$ cat config.mk
export PLATFORM = sky130hd
export DESIGN_NAME = spi_command_port
export DESIGN_NICKNAME = d
export VERILOG_FILES = /design/src/spi_port_pkg.sv /design/src/frame_bus_if.sv /design/src/serial_shifter.sv /design/src/spi_command_port.sv
export SDC_FILE = /design/constraint.sdc
export NUM_CORES = 1
export LEC_CHECK = 0
export BUFFER_PORTS_ARGS = -buffer_cell sky130_fd_sc_hd__buf_2
export CORE_MARGIN = 1
export CORE_UTILIZATION = 48
export CTS_CLUSTER_DIAMETER = 50
export DETAILED_ROUTE_END_ITERATION = 16
export PLACE_DENSITY = 0.8
export REMOVE_ABC_BUFFERS = 1
export SKIP_CTS_REPAIR_TIMING = 1
export SLEW_MARGIN = 10
export SYNTH_ARGS = -nofsm -noshare
export SYNTH_HDL_FRONTEND = slang
export SYNTH_HIERARCHICAL = 1
export SYNTH_SLANG_ARGS = --single-unit
$ cat constraint.sdc
create_clock -name clock -period 3.3 [get_ports clock]
set_input_delay 0.495 -clock clock [delete_from_list [all_inputs] [get_ports clock]]
set_output_delay 0.495 -clock clock [all_outputs]
set_load 0.01 [all_outputs]
$ cat src/spi_port_pkg.sv
package spi_port_pkg;
  // Register pointers.
  localparam logic [3:0] ADDR_GAIN = 4'h0;
  localparam logic [3:0] ADDR_SWRESET = 4'h1;
  localparam logic [3:0] ADDR_CLOCK_PHASE = 4'h2;
  localparam logic [3:0] ADDR_BUFFER_TIME = 4'h3;
  localparam logic [3:0] ADDR_ERROR_FLAGS = 4'h4;
  localparam logic [3:0] ADDR_PIN_DATA = 4'h5;
  localparam logic [3:0] ADDR_PIN_DIR = 4'h8;
  localparam logic [3:0] ADDR_SELECT_EN = 4'h9;
  localparam logic [3:0] ADDR_ERROR_EN = 4'ha;
  localparam logic [3:0] ADDR_PORT_CONFIG = 4'hb;
  localparam logic [3:0] ADDR_SPECIAL = 4'hc;
  // Command prefixes in bits 7:6 and the forwarded-select pin count.
  localparam logic [1:0] CMD_RESERVED = 2'h0;
  localparam logic [1:0] CMD_WRITE = 2'h1;
  localparam logic [1:0] CMD_READ = 2'h2;
  localparam logic [1:0] CMD_SELECT = 2'h3;
  localparam int TRIGGER_BIT = 5;
  localparam int PIN_COUNT = 7;
  localparam logic [2:0] LAST_PIN = 3'h6;
  // Checksum seed.
  localparam logic [7:0] CHECKSUM_SEED = 8'h9b;
  // Field positions.
  localparam int CHECKSUM_MODE_BIT = 0;
  localparam int CHECKSUM_ERROR_BIT = 7;
  localparam int BUFFER_ACTIVE_BIT = 5;
  localparam int ERROR_OUT_BIT = 3;
  localparam logic [7:0] ERROR_SOURCE_MASK = 8'h57;
  localparam int FUNC_ERROR_PIN = 3;
  localparam int FUNC_TRIGGER_PIN = 4;
  localparam int FUNC_BUFFER_PIN = 5;
  localparam int BUFFER_POLARITY_BIT = 5;
  // Reset values.
  localparam logic [7:0] BUFFER_TIME_RESET = 8'h19;
  localparam logic [7:0] ZERO_BYTE = 8'h00;
  // Trigger pin pipeline of three clock cycles; the start register adds a fourth.
  localparam int TRIGGER_DELAY = 3;
  localparam int BYTE_BITS = 8;
endpackage

$ cat src/frame_bus_if.sv
`timescale 1ns/1ps
// Decoded serial frame events passed from the shifter to the command logic.
interface frame_bus_if;
  logic byte_done;
  logic [7:0] rx_byte;
  logic [7:0] tx_byte;
  logic tx_load;
  logic frame_active;
  logic frame_end;
  logic hold;
  modport shifter(output byte_done, output rx_byte, output frame_active, output frame_end,
    input tx_byte, input tx_load, input hold);
  modport control(input byte_done, input rx_byte, input frame_active, input frame_end,
    output tx_byte, output tx_load, output hold);
endinterface

$ cat src/serial_shifter.sv
`timescale 1ns/1ps
// =====================================================================
// Serial shifter: samples the link pins and assembles bytes.
module serial_shifter
  import spi_port_pkg::*;
(
  // System
  input wire logic clock,
  input wire logic resetn,
  // Link pins
  input wire logic sclk,
  input wire logic cs_n,
  input wire logic sdi,
  output logic sdo,
  output logic sdo_oe,
  // Frame events
  frame_bus_if.shifter fb
);
  logic [1:0] sclk_sync_reg, cs_sync_reg, sdi_sync_reg;
  logic sclk_prev_reg, cs_prev_reg;
  logic [7:0] shift_reg, shift_next, out_reg, out_next;
  logic [2:0] bit_reg, bit_next;
  logic sdo_reg, sdo_next, done_reg, done_next;
  logic fall, rise, active;

  always_ff @(posedge clock)
  begin
    sclk_sync_reg <= {sclk_sync_reg[0], sclk};
    cs_sync_reg <= {cs_sync_reg[0], cs_n};
    sdi_sync_reg <= {sdi_sync_reg[0], sdi};
    sclk_prev_reg <= sclk_sync_reg[1];
    cs_prev_reg <= cs_sync_reg[1];
  end

  assign active = !cs_sync_reg[1];
  assign fall = sclk_prev_reg && !sclk_sync_reg[1];
  assign rise = !sclk_prev_reg && sclk_sync_reg[1];
  assign fb.frame_active = active;
  assign fb.frame_end = !cs_prev_reg && cs_sync_reg[1];
  assign fb.byte_done = done_reg;
  assign fb.rx_byte = shift_reg;

  always_comb
  begin
    shift_next = shift_reg;
    bit_next = bit_reg;
    out_next = out_reg;
    sdo_next = sdo_reg;
    done_next = 1'b0;
    if (!active || fb.hold)
    begin
      bit_next = 3'h0;
    end
    else
    begin
      if (fb.tx_load)
        out_next = fb.tx_byte;
      if (fall)
      begin
        shift_next = {shift_reg[6:0], sdi_sync_reg[1]};
        bit_next = bit_reg + 3'h1;
        done_next = (bit_reg == 3'h7);
      end
      if (rise)
      begin
        sdo_next = out_reg[7];
        out_next = {out_reg[6:0], 1'b0};
      end
    end
  end

  always_ff @(posedge clock)
  begin
    if (!resetn)
    begin
      shift_reg <= ZERO_BYTE;
      bit_reg <= 3'h0;
      out_reg <= ZERO_BYTE;
      sdo_reg <= 1'b0;
      done_reg <= 1'b0;
    end
    else
    begin
      shift_reg <= shift_next;
      bit_reg <= bit_next;
      out_reg <= out_next;
      sdo_reg <= sdo_next;
      done_reg <= done_next;
    end
  end

  assign sdo = sdo_reg;
  // Released outside a frame and while a forwarded select owns the bus.
  assign sdo_oe = active && !fb.hold;
endmodule // serial_shifter

$ cat src/spi_command_port.sv
`timescale 1ns/1ps
// How it works
// - Write: command 01T0 plus pointer, then one data byte stored in register.
// - Read: 1000 plus pointer; data shifts out next byte; never triggers buffer.
// - Command 11T0 0ccc asserts forwarded select on pin ccc if enabled.
// - Trigger bit 5 set starts the buffer, except on reads, reserved commands and checksum mismatches.
// - With checksum on, writes decode only after the third byte.
// - Reads append a checksum byte when master clocks eight more bits after the data byte.
// - Checksum mismatch with mode on discards write and sets error flag.
// - Checksum is eight-bit sum seeded with 9b, command then data.
// - Read checksum: master sends seed+command; device returns seed+command+data.
// - Select command has no data byte; checksum is seed plus command.
// - Checksum accumulates across chained commands within one select period.
// - Active forwarded select ignores link until own select rises.
// - Direction bits 0 to 6 map to pins; 1 is output.
// - Forwarded select output needs both enable and direction bits set.
// - Special function beats select enable, which beats plain pin use.
// - Clock-phase bit picks which serial clock edge follows select assertion.
// - Multiplexer special functions drive pins 0 to 2 from gain register.
// - Pin 3 error output equals the OR of source error bits whose enable bit is clear.
// - Pin 4 rising edge starts buffer four cycles after its synchronised edge, held while high.
// - Pin data bits drive inverted: one gives low.
// - Select active low; data sampled on falling serial clock edge.
// - Power-on and software reset both disable checksum mode.
// - Serial data output floats while a forwarded select is asserted.
module spi_command_port
  import spi_port_pkg::*;
(
  // System
  input wire logic clock,
  input wire logic resetn,
  // Serial link
  input wire logic sclk,
  input wire logic cs_n,
  input wire logic sdi,
  output logic sdo,
  output logic sdo_oe,
  // Multi-function pins
  input wire logic [spi_port_pkg::PIN_COUNT-1:0] pin_in,
  output logic [spi_port_pkg::PIN_COUNT-1:0] pin_out,
  output logic [spi_port_pkg::PIN_COUNT-1:0] pin_oe,
  // Analog side
  input wire logic [7:0] error_sources,
  input wire logic buffer_busy,
  output logic buffer_start,
  output logic buffer_pin_hold,
  output logic [7:0] gain_setting
);
  import spi_port_pkg::*;

  // ===================================================================
  // Types and helpers
  typedef enum logic [4:0]
  {
    ST_CMD = 5'b00001,
    ST_DATA = 5'b00010,
    ST_CHECK = 5'b00100,
    ST_TAIL = 5'b01000,
    ST_FORWARD = 5'b10000
  } cmd_state_t;

  function automatic logic [7:0] sum8(input logic [7:0] a, input logic [7:0] b);
    logic [8:0] s;
    s = {1'b0, a} + {1'b0, b};
    return s[7:0];
  endfunction

  frame_bus_if fb();

  serial_shifter shifter_u
  (
    .clock(clock),
    .resetn(resetn),
    .sclk(sclk),
    .cs_n(cs_n),
    .sdi(sdi),
    .sdo(sdo),
    .sdo_oe(sdo_oe),
    .fb(fb)
  );

  // ===================================================================
  // Pin input synchronisers
  logic [PIN_COUNT-1:0] pin_s1_reg, pin_s2_reg;
  logic trig_prev_reg;
  always_ff @(posedge clock)
  begin
    pin_s1_reg <= pin_in;
    pin_s2_reg <= pin_s1_reg;
    trig_prev_reg <= pin_s2_reg[FUNC_TRIGGER_PIN];
  end

  // ===================================================================
  // Command state
  cmd_state_t state_reg, state_next;
  logic [7:0] cmd_reg, cmd_next, data_reg, data_next, sum_reg, sum_next;
  logic [7:0] tx_reg, tx_next;
  logic load_reg, load_next, hold_reg, hold_next;
  logic [2:0] fwd_pin_reg, fwd_pin_next;
  logic [7:0] gain_reg, clock_phase_reg, buffer_time_reg, error_flags_reg;
  logic [7:0] pin_data_reg, pin_dir_reg, select_en_reg, error_en_reg;
  logic [7:0] port_config_reg, special_reg;
  logic do_write, do_trigger, write_ok;
  logic [7:0] wr_data, rd_data;
  logic [3:0] wr_addr;
  logic soft_reset;
  logic checksum_on;

  assign checksum_on = port_config_reg[CHECKSUM_MODE_BIT];

  function automatic logic [7:0] read_reg(input logic [3:0] a);
    case (a)
      ADDR_GAIN: return gain_reg;
      ADDR_CLOCK_PHASE: return clock_phase_reg;
      ADDR_BUFFER_TIME: return buffer_time_reg;
      ADDR_ERROR_FLAGS: return error_flags_reg;
      ADDR_PIN_DATA: return pin_data_reg;
      ADDR_PIN_DIR: return pin_dir_reg;
      ADDR_SELECT_EN: return select_en_reg;
      ADDR_ERROR_EN: return error_en_reg;
      ADDR_PORT_CONFIG: return port_config_reg;
      ADDR_SPECIAL: return special_reg;
      default: return ZERO_BYTE;
    endcase
  endfunction

  always_comb
  begin
    state_next = state_reg;
    cmd_next = cmd_reg;
    data_next = data_reg;
    sum_next = sum_reg;
    tx_next = tx_reg;
    load_next = 1'b0;
    hold_next = hold_reg;
    fwd_pin_next = fwd_pin_reg;
    do_write = 1'b0;
    do_trigger = 1'b0;
    write_ok = 1'b0;
    wr_addr = cmd_reg[3:0];
    wr_data = data_reg;
    rd_data = read_reg(cmd_reg[3:0]);
    if (!fb.frame_active)
    begin
      state_next = ST_CMD;
      sum_next = CHECKSUM_SEED;
      hold_next = 1'b0;
    end
    else if (fb.byte_done)
    begin
      case (state_reg)
        ST_CMD:
        begin
          cmd_next = fb.rx_byte;
          sum_next = sum8(sum_reg, fb.rx_byte);
          case (fb.rx_byte[7:6])
            CMD_READ:
            begin
              tx_next = read_reg(fb.rx_byte[3:0]);
              load_next = 1'b1;
              state_next = ST_DATA;
            end
            CMD_WRITE:
              state_next = ST_DATA;
            CMD_SELECT:
            begin
              fwd_pin_next = fb.rx_byte[2:0];
              if (checksum_on)
                state_next = ST_CHECK;
              else
              begin
                state_next = ST_FORWARD;
                do_trigger = fb.rx_byte[TRIGGER_BIT];
                hold_next = select_en_reg[fb.rx_byte[2:0]] &&
                  pin_dir_reg[fb.rx_byte[2:0]] && (fb.rx_byte[2:0] <= LAST_PIN);
              end
            end
            default:
              state_next = ST_TAIL;
          endcase
        end
        ST_DATA:
        begin
          data_next = fb.rx_byte;
          if (cmd_reg[7:6] == CMD_READ)
          begin
            tx_next = sum8(sum_reg, rd_data);
            sum_next = sum8(sum_reg, rd_data);
            load_next = 1'b1;
            state_next = ST_TAIL;
          end
          else
          begin
            sum_next = sum8(sum_reg, fb.rx_byte);
            if (checksum_on)
              state_next = ST_CHECK;
            else
            begin
              do_write = 1'b1;
              wr_data = fb.rx_byte;
              do_trigger = cmd_reg[TRIGGER_BIT];
              state_next = ST_TAIL;
            end
          end
        end
        ST_CHECK:
        begin
          state_next = ST_CMD;
          if (fb.rx_byte == sum_reg)
          begin
            do_trigger = cmd_reg[TRIGGER_BIT];
            if (cmd_reg[7:6] == CMD_SELECT)
            begin
              state_next = ST_FORWARD;
              hold_next = select_en_reg[fwd_pin_reg] && pin_dir_reg[fwd_pin_reg] &&
                (fwd_pin_reg <= LAST_PIN);
            end
            else
              do_write = 1'b1;
          end
          else
            write_ok = 1'b1; // Mismatch: flagged below.
        end
        ST_TAIL:
          state_next = ST_CMD;
        default:
          state_next = ST_FORWARD;
      endcase
    end
  end

  assign soft_reset = do_write && (wr_addr == ADDR_SWRESET) && wr_data[0];

  always_ff @(posedge clock)
  begin
    if (!resetn)
    begin
      state_reg <= ST_CMD;
      cmd_reg <= ZERO_BYTE;
      data_reg <= ZERO_BYTE;
      sum_reg <= CHECKSUM_SEED;
      tx_reg <= ZERO_BYTE;
      load_reg <= 1'b0;
      hold_reg <= 1'b0;
      fwd_pin_reg <= 3'h0;
    end
    else
    begin
      state_reg <= state_next;
      cmd_reg <= cmd_next;
      data_reg <= data_next;
      sum_reg <= sum_next;
      tx_reg <= tx_next;
      load_reg <= load_next;
      hold_reg <= hold_next;
      fwd_pin_reg <= fwd_pin_next;
    end
  end

  assign fb.tx_byte = tx_reg;
  assign fb.tx_load = load_reg;
  assign fb.hold = hold_reg;

  // ===================================================================
  // Register file
  logic [7:0] gain_next, clock_phase_next, buffer_time_next, error_flags_next;
  logic [7:0] pin_data_next, pin_dir_next, select_en_next, error_en_next;
  logic [7:0] port_config_next, special_next;
  logic [7:0] raised;

  always_comb
  begin
    gain_next = gain_reg;
    clock_phase_next = clock_phase_reg;
    buffer_time_next = buffer_time_reg;
    pin_data_next = pin_data_reg;
    pin_dir_next = pin_dir_reg;
    select_en_next = select_en_reg;
    error_en_next = error_en_reg;
    port_config_next = port_config_reg;
    special_next = special_reg;
    error_flags_next = error_flags_reg;
    if (do_write)
    begin
      case (wr_addr)
        ADDR_GAIN: gain_next = wr_data;
        ADDR_CLOCK_PHASE: clock_phase_next = {1'b0, wr_data[6:0]};
        ADDR_BUFFER_TIME: buffer_time_next = wr_data;
        ADDR_ERROR_FLAGS: error_flags_next = error_flags_reg & ~wr_data;
        ADDR_PIN_DATA: pin_data_next = {1'b0, wr_data[6:0]};
        ADDR_PIN_DIR: pin_dir_next = {1'b0, wr_data[6:0]};
        ADDR_SELECT_EN: select_en_next = {1'b0, wr_data[6:0]};
        ADDR_ERROR_EN: error_en_next = wr_data;
        ADDR_PORT_CONFIG: port_config_next = wr_data;
        ADDR_SPECIAL: special_next = wr_data;
        default: ;
      endcase
    end
    // Hardware events win over a clearing write in the same cycle.
    raised = error_sources & ERROR_SOURCE_MASK;
    raised[CHECKSUM_ERROR_BIT] = write_ok && checksum_on;
    error_flags_next = (error_flags_next | raised) & ERROR_SOURCE_MASK
      | (error_flags_next & (8'h01 << CHECKSUM_ERROR_BIT)) | raised;
    error_flags_next[BUFFER_ACTIVE_BIT] = buffer_busy;
    error_flags_next[ERROR_OUT_BIT] =
      |(error_flags_next & ERROR_SOURCE_MASK & ~error_en_reg);
  end

  always_ff @(posedge clock)
  begin
    if (!resetn || soft_reset)
    begin
      gain_reg <= ZERO_BYTE;
      clock_phase_reg <= ZERO_BYTE;
      buffer_time_reg <= BUFFER_TIME_RESET;
      error_flags_reg <= ZERO_BYTE;
      pin_data_reg <= ZERO_BYTE;
      pin_dir_reg <= ZERO_BYTE;
      select_en_reg <= ZERO_BYTE;
      error_en_reg <= ZERO_BYTE;
      port_config_reg <= ZERO_BYTE;
      special_reg <= ZERO_BYTE;
    end
    else
    begin
      gain_reg <= gain_next;
      clock_phase_reg <= clock_phase_next;
      buffer_time_reg <= buffer_time_next;
      error_flags_reg <= error_flags_next;
      pin_data_reg <= pin_data_next;
      pin_dir_reg <= pin_dir_next;
      select_en_reg <= select_en_next;
      error_en_reg <= error_en_next;
      port_config_reg <= port_config_next;
      special_reg <= special_next;
    end
  end

  // ===================================================================
  // Buffer trigger from command bit and pin 4
  logic [TRIGGER_DELAY-1:0] trig_pipe_reg, trig_pipe_next;
  logic start_reg, start_next;
  always_comb
  begin
    trig_pipe_next = {trig_pipe_reg[TRIGGER_DELAY-2:0],
      special_reg[FUNC_TRIGGER_PIN] && !pin_dir_reg[FUNC_TRIGGER_PIN] &&
      pin_s2_reg[FUNC_TRIGGER_PIN] && !trig_prev_reg};
    start_next = do_trigger || trig_pipe_reg[TRIGGER_DELAY-1];
  end
  always_ff @(posedge clock)
  begin
    if (!resetn)
    begin
      trig_pipe_reg <= '0;
      start_reg <= 1'b0;
    end
    else
    begin
      trig_pipe_reg <= trig_pipe_next;
      start_reg <= start_next;
    end
  end
  assign buffer_start = start_reg;
  // The analog timer extends the active time while this stays high.
  assign buffer_pin_hold = special_reg[FUNC_TRIGGER_PIN] && pin_s2_reg[FUNC_TRIGGER_PIN];
  assign gain_setting = gain_reg;

  // ===================================================================
  // Pin function selection
  always_comb
  begin
    for (int i = 0; i < PIN_COUNT; i++)
    begin
      pin_oe[i] = pin_dir_reg[i];
      pin_out[i] = !pin_data_reg[i];
      if (special_reg[i])
      begin
        if (i < ERROR_OUT_BIT)
          pin_out[i] = gain_reg[i];
        else if (i == FUNC_ERROR_PIN)
          pin_out[i] = error_flags_reg[ERROR_OUT_BIT];
        else if (i == FUNC_BUFFER_PIN)
          pin_out[i] = buffer_busy ^ error_en_reg[BUFFER_POLARITY_BIT];
        else
          pin_out[i] = 1'b0;
      end
      else if (select_en_reg[i] && pin_dir_reg[i])
      begin
        // Phase bit only shapes the master's clock; select drops right after command, or after its check byte with checksum on.
        pin_out[i] = !(hold_reg && fwd_pin_reg == 3'(i));
      end
    end
  end

  // ===================================================================
  // Checks
  read_no_trigger_a: assert property (@(posedge clock) disable iff (!resetn)
    (state_reg == ST_CMD && fb.byte_done && fb.rx_byte[7:6] == CMD_READ) |-> ##1 !buffer_start)
    else $error("read triggered buffer");
  forward_sdo_off_a: assert property (@(posedge clock) disable iff (!resetn)
    hold_reg |-> !sdo_oe) else $error("sdo driven during forward");
  reserved_noop_a: assert property (@(posedge clock) disable iff (!resetn)
    (state_reg == ST_TAIL) |-> !do_write) else $error("write in tail");
  bad_check_flag_a: assert property (@(posedge clock) disable iff (!resetn)
    (write_ok && checksum_on) |-> ##1 error_flags_reg[CHECKSUM_ERROR_BIT])
    else $error("checksum error not flagged");
  frame_end_release_a: assert property (@(posedge clock) disable iff (!resetn)
    !fb.frame_active |-> ##1 !hold_reg) else $error("select held after frame");
  pin_invert_a: assert property (@(posedge clock) disable iff (!resetn)
    (special_reg[0] == 1'b0 && select_en_reg[0] == 1'b0) |-> pin_out[0] == !pin_data_reg[0])
    else $error("pin data not inverted");
  mux_pin_a: assert property (@(posedge clock) disable iff (!resetn)
    special_reg[1] |-> pin_out[1] == gain_reg[1]) else $error("mux pin wrong");
  pin_trigger_a: assert property (@(posedge clock) disable iff (!resetn)
    $rose(trig_pipe_reg[0]) |-> ##3 buffer_start) else $error("pin trigger late");
endmodule // spi_command_port

==> results.json, run 1 <==
{
  "crit_start": "cmd_reg[1]",
  "area_growth_pct": 16.2,
  "reg2reg_from": "cmd_reg[1]",
  "relSlewSlack": 0.380,
  "finalSetupViolations": 0,
  "cap_violations": 0,
  "io_pins": 47,
  "clk_pin_slew_worst_paths_ns": 0.07,
  "p_int_mw": 3.11,
  "grt_usage": 0.315,
  "cp-start-kind": "flip-flop",
  "mostFrequentLayoutCell": "nor2_1",
  "grt_pass1_vias": 7342,
  "finalPower_mw": 4.09,
  "yosysWarnings": 6,
  "post-place-ws_ns": 0.103,
  "critical_path_arrival_ns": 3.45,
  "clock.fmax_mhz": 319,
  "vias_per_cell": 6.24,
  "initialDrtViolationCount": 1018,
  "hold_start": "sdi",
  "place_congestion": 1.02,
  "cpMostUsedCell": "a21oi_1",
  "die_y_um": 134,
  "place_area_sq_um": 9030,
  "fp.dieArea_sq_um": 17900,
  "crit_type": "reg -> reg",
  "syn_avg_cell_area_sq_um": 8.21,
  "wl_per_cell_um": 21.3,
  "hold_violations": 0,
  "cp_max_fo": 6,
  "dp_hpwl_mm": 20.3,
  "first_pass_iters": 6,
  "cts_htree_levels": 4,
  "portBuffers": 37,
  "die_w_um": 134,
  "netlist_area_sq_um": 8340,
  "min_path_type": "in -> reg",
  "holdWs_ns": 0.158,
  "cp-end-kind": "flip-flop",
  "ir_worst_vdd_mv": 0.377,
  "clockBufferDepth": 2,
  "root_buffer": "clkbuf_16",
  "drc": 0,
  "power_density_nw_per_um2": 422,
  "layout.nets": 1115,
  "initial_core_util": 0.497,
  "cts_buffers": 17,
  "switchingPower_mw": 0.974,
  "grt_max_degree": 77,
  "drv_slew": 0,
  "slowest_stage": "dfxtp_2",
  "fin_worst_skew_ns": 0.00874,
  "pwr-share-seq": 0.456,
  "path_cells": "buf_4 > and2_1 > a221oi_1 > a21oi_1 > nor2_1 > o21ai_1 > buf_4 > ha_1 > inv_1 > fa_1 > nor2b_1 > o21ai_0 > nand2b_1 > a21o_1 > a21oi_1 > xnor2_1 > a21oi_1 > a21oi_1",
  "tightest_slew_ns": 0.929,
  "p_clk_frac": 0.517,
  "grt.overflow.total": 0,
  "final.min_clock_period_ns": 3.13,
  "worstPathRequired_ns": 3.62,
  "core_area_sq_um": 16800,
  "rows": 47,
  "synthCells": 1015,
  "cts_sinks": 152,
  "status": "finished clean",
  "final_cell_mix": "nor2_1, dfxtp_1, a21oi_1",
  "num_vias": 8162,
  "clock_latency_ns": 0.44,
  "p_leak_nw": 3.58,
  "final_area_sq_um": 9680,
  "routed_wirelength_mm": 27.9,
  "p_sw_frac": 0.238,
  "ant_nets": 0,
  "antenna_found_initial": 2,
  "grt_pass1_wl_mm": 42.5,
  "max_stage_delay_ns": 0.34,
  "finalCritPeriodShare": 0.949,
  "combinationalPowerShare": 0.027,
  "drive_above_1_share": 0.174,
  "worst_slack_ns": 0.167,
  "cts_tree": "yes"
}
## metrics by stage
stage	cells	utilization	setup TNS, ns
floorplan	948	-	-200.33
global placement	1274	0.539	0
detailed placement	1274	0.539	0
CTS	1306	0.577	0
global route	1306	0.578	-0.000187
finish	1307	0.578	0
## worst paths after layout
path         cells after the start  slack [ns]                         to
min                              1        0.16  shifter_u/sdi_sync_reg[0]
min reg2reg                      0        0.33              pin_s2_reg[4]
max reg2reg                     18        0.17              fb.tx_byte[6]
max                             18        0.17              fb.tx_byte[6]
## per-layer routing
| metal | up-vias | track usage | share of wire |
|---|---|---|---|
| li1 | 3779 | - | - |
| met1 | 3839 | 0.409 | 0.41 |
| met2 | 452 | 0.502 | 0.46 |
| met3 | 90 | 0.0616 | 0.086 |
| met4 | 2 | 0.148 | 0.045 |
| met5 | - | 0 | 0.00047 |
## worst max-delay path, delay by kind of cell, from the launching register on
family | cells | cell delay [ns]
AO/OA/AOI/OAI | 8 | 1.28
AND/OR/NAND/NOR | 4 | 0.46
adder cells (fa/ha/maj) | 2 | 0.42
buffers and inverters | 3 | 0.41
flip-flops | 1 | 0.34
XOR/XNOR | 1 | 0.12
## cell type report
class | count | area, sq um
sequential | 152 | 3050
inverter | 15 | 56.3
clock buffer | 17 | 425
timing repair buffer | 106 | 741
multi-input combinational | 781 | 4920
fill | 1522 | 7080
antenna | 1 | 2.50
tap | 220 | 275
clock inverter | 15 | 210
## power groups by stage
stage          clock network, mW  registers [mW]  logic (mW)
6_report                    2.11            1.86       0.108
4_1_cts                     2.13            1.86       0.107
5_1_grt                     2.22            1.86       0.116
3_5_place_dp                   0            1.91       0.106
3_3_place_gp                   0            1.90       0.104
2_1_floorplan                  0            1.90      0.0594
(Power assumes the default switching activity.)
==> run 2, diff against run 1 <==
--- a/config.mk
+++ b/config.mk
@@ -7,10 +7,11 @@
 export LEC_CHECK = 0
 export BUFFER_PORTS_ARGS = -buffer_cell sky130_fd_sc_hd__buf_2
 export CORE_MARGIN = 1
-export CORE_UTILIZATION = 48
+export CORE_UTILIZATION = 30
 export CTS_CLUSTER_DIAMETER = 50
+export CTS_CLUSTER_SIZE = 25
 export DETAILED_ROUTE_END_ITERATION = 16
-export PLACE_DENSITY = 0.8
+export PLACE_DENSITY = 0.59
 export REMOVE_ABC_BUFFERS = 1
 export SKIP_CTS_REPAIR_TIMING = 1
 export SLEW_MARGIN = 10
==> run 2 against run 1 <==
Critical path type unchanged. Setup slack gained 0.057 ns. Sequential cell count is the same. Register-to-register slack gained 0.06 ns. Clock power shrank 7%. Utilization shrank 22 points. Clock-buffer cell count grew 3. Global-route usage shrank 11 points. Largest power group unchanged. Combinational power is essentially flat.
==> results.json, run 2 (synthesis gave the netlist of run 1 again) <==
{
  "cp-end-kind": "flip-flop",
  "initial_core_util": 0.308,
  "grt_pass1_wl_mm": 43.8,
  "initialDrtViolationCount": 722,
  "ir_worst_vdd_mv": 0.211,
  "crit_start": "cmd_reg[1]",
  "cp_max_fo": 9,
  "num_vias": 7838,
  "cts_buffers": 17,
  "drive_above_1_share": 0.173,
  "routed_wirelength_mm": 28.0,
  "cts_sinks": 152,
  "cap_violations": 0,
  "reg2reg_from": "cmd_reg[1]",
  "portBuffers": 37,
  "dp_hpwl_mm": 20.6,
  "antenna_found_initial": 2,
  "place_congestion": 0.983,
  "worst_slack_ns": 0.224,
  "multi_input_area_sq_um": 4940,
  "relSlewSlack": 0.384,
  "rows": 60,
  "grt_pass1_vias": 7375,
  "hold_violations": 0,
  "holdWs_ns": 0.156,
  "worstPathBufferInverterCount": 2,
  "die_w_um": 169,
  "post-place-ws_ns": 0.103,
  "pwr-share-seq": 0.474,
  "fillers": 2867,
  "final_cell_mix": "nor2_1, dfxtp_1, a21oi_1",
  "path_cells": "buf_6 > nor2b_1 > a22oi_1 > a21oi_1 > nor2_1 > o21ai_1 > ha_1 > inv_1 > fa_1 > nor2b_1 > o21ai_0 > nand2b_1 > a21o_1 > a21oi_1 > xnor2_1 > mux2i_1 > a211oi_1",
  "mostFrequentLayoutCell": "nor2_1",
  "tightest_slew_ns": 0.899,
  "critical_path_arrival_ns": 3.43,
  "hold_start": "sdi",
  "clock_latency_ns": 0.44,
  "layout.nets": 1109,
  "ant_nets": 0,
  "area_growth_pct": 17.4,
  "switchingPower_mw": 0.892,
  "fp.dieArea_sq_um": 28500,
  "wl_per_cell_um": 19.3,
  "io_pins": 47,
  "crit_type": "reg -> reg",
  "grt_usage": 0.202,
  "p_int_mw": 3.04,
  "slowest_stage": "fa_1",
  "finalSetupViolations": 0,
  "min_path_type": "in -> reg",
  "max_stage_delay_ns": 0.43,
  "vias_per_cell": 5.40,
  "rsz0062_at_grt": "true",
  "place_area_sq_um": 9160,
  "cts_tree": "yes",
  "clock.fmax_mhz": 325,
  "drv_slew": 0,
  "root_buffer": "clkbuf_16",
  "clk_pin_slew_worst_paths_ns": 0.06,
  "drc": 0,
  "p_clk_frac": 0.498,
  "clockBufferDepth": 2,
  "status": "finished clean",
  "first_pass_iters": 5,
  "p_leak_nw": 3.55,
  "die_y_um": 169,
  "finalCritPeriodShare": 0.932,
  "grt_max_degree": 77,
  "cts_htree_levels": 4,
  "final.min_clock_period_ns": 3.08,
  "fin_worst_skew_ns": 0.00896,
  "p_sw_frac": 0.227,
  "final_area_sq_um": 9790,
  "grt.overflow.total": 0,
  "cpLargestDelayFamily": "compound AO/OA/AOI/OAI gates",
  "worstPathRequired_ns": 3.66,
  "combinationalPowerShare": 0.028,
  "core_area_sq_um": 27100,
  "final-seq-area_sq_um": 3050,
  "power_density_nw_per_um2": 401,
  "cp-start-kind": "flip-flop"
}
[run 2: power by group through the flow]
stage	Combinational, mW	Sequential (mW)	Clock (mW)
floorplan	0.0594	1.90	0
global placement	0.107	1.90	0
detailed placement	0.108	1.90	0
CTS	0.109	1.86	1.99
global route	0.116	1.86	2.06
finish	0.108	1.86	1.96
[run 2: per-stage QoR]
step	utilization	cells	power, mW	setup TNS [ns]
after global routing	0.361	1450	4.04	-0.00352
after global placement	0.338	1420	2.01	0
final	0.361	1451	3.93	0
after floorplan	-	948	1.96	-200.33
after detailed placement	0.338	1420	2.01	0
after CTS	0.359	1450	3.96	0
[run 2: routing by layer]
layer,up-vias,GRT usage,routed length (um)
li1,3750,-,-
met1,3671,0.262,12200
met2,358,0.321,12700
met3,59,0.0444,2180
met4,0,0.0893,906
met5,-,0,0
[run 2: cell type report]
class / instances / share of cell area
clock inverter: 10 / 0.0124
multi-input combinational: 781 / 0.505
inverter: 15 / 0.00575
timing repair buffer: 100 / 0.0709
clock buffer: 20 / 0.0467
antenna: 1 / 0.000256
sequential: 152 / 0.311
tap: 372 / 0.0475
[run 2: final timing paths]
kind                                end  cells after the start  slack, ns
max                          sum_reg[6]                     17       0.22
min           shifter_u/sdi_sync_reg[0]                      1       0.16
max reg2reg                  sum_reg[6]                     17       0.22
min reg2reg  shifter_u/sclk_sync_reg[1]                      0       0.33
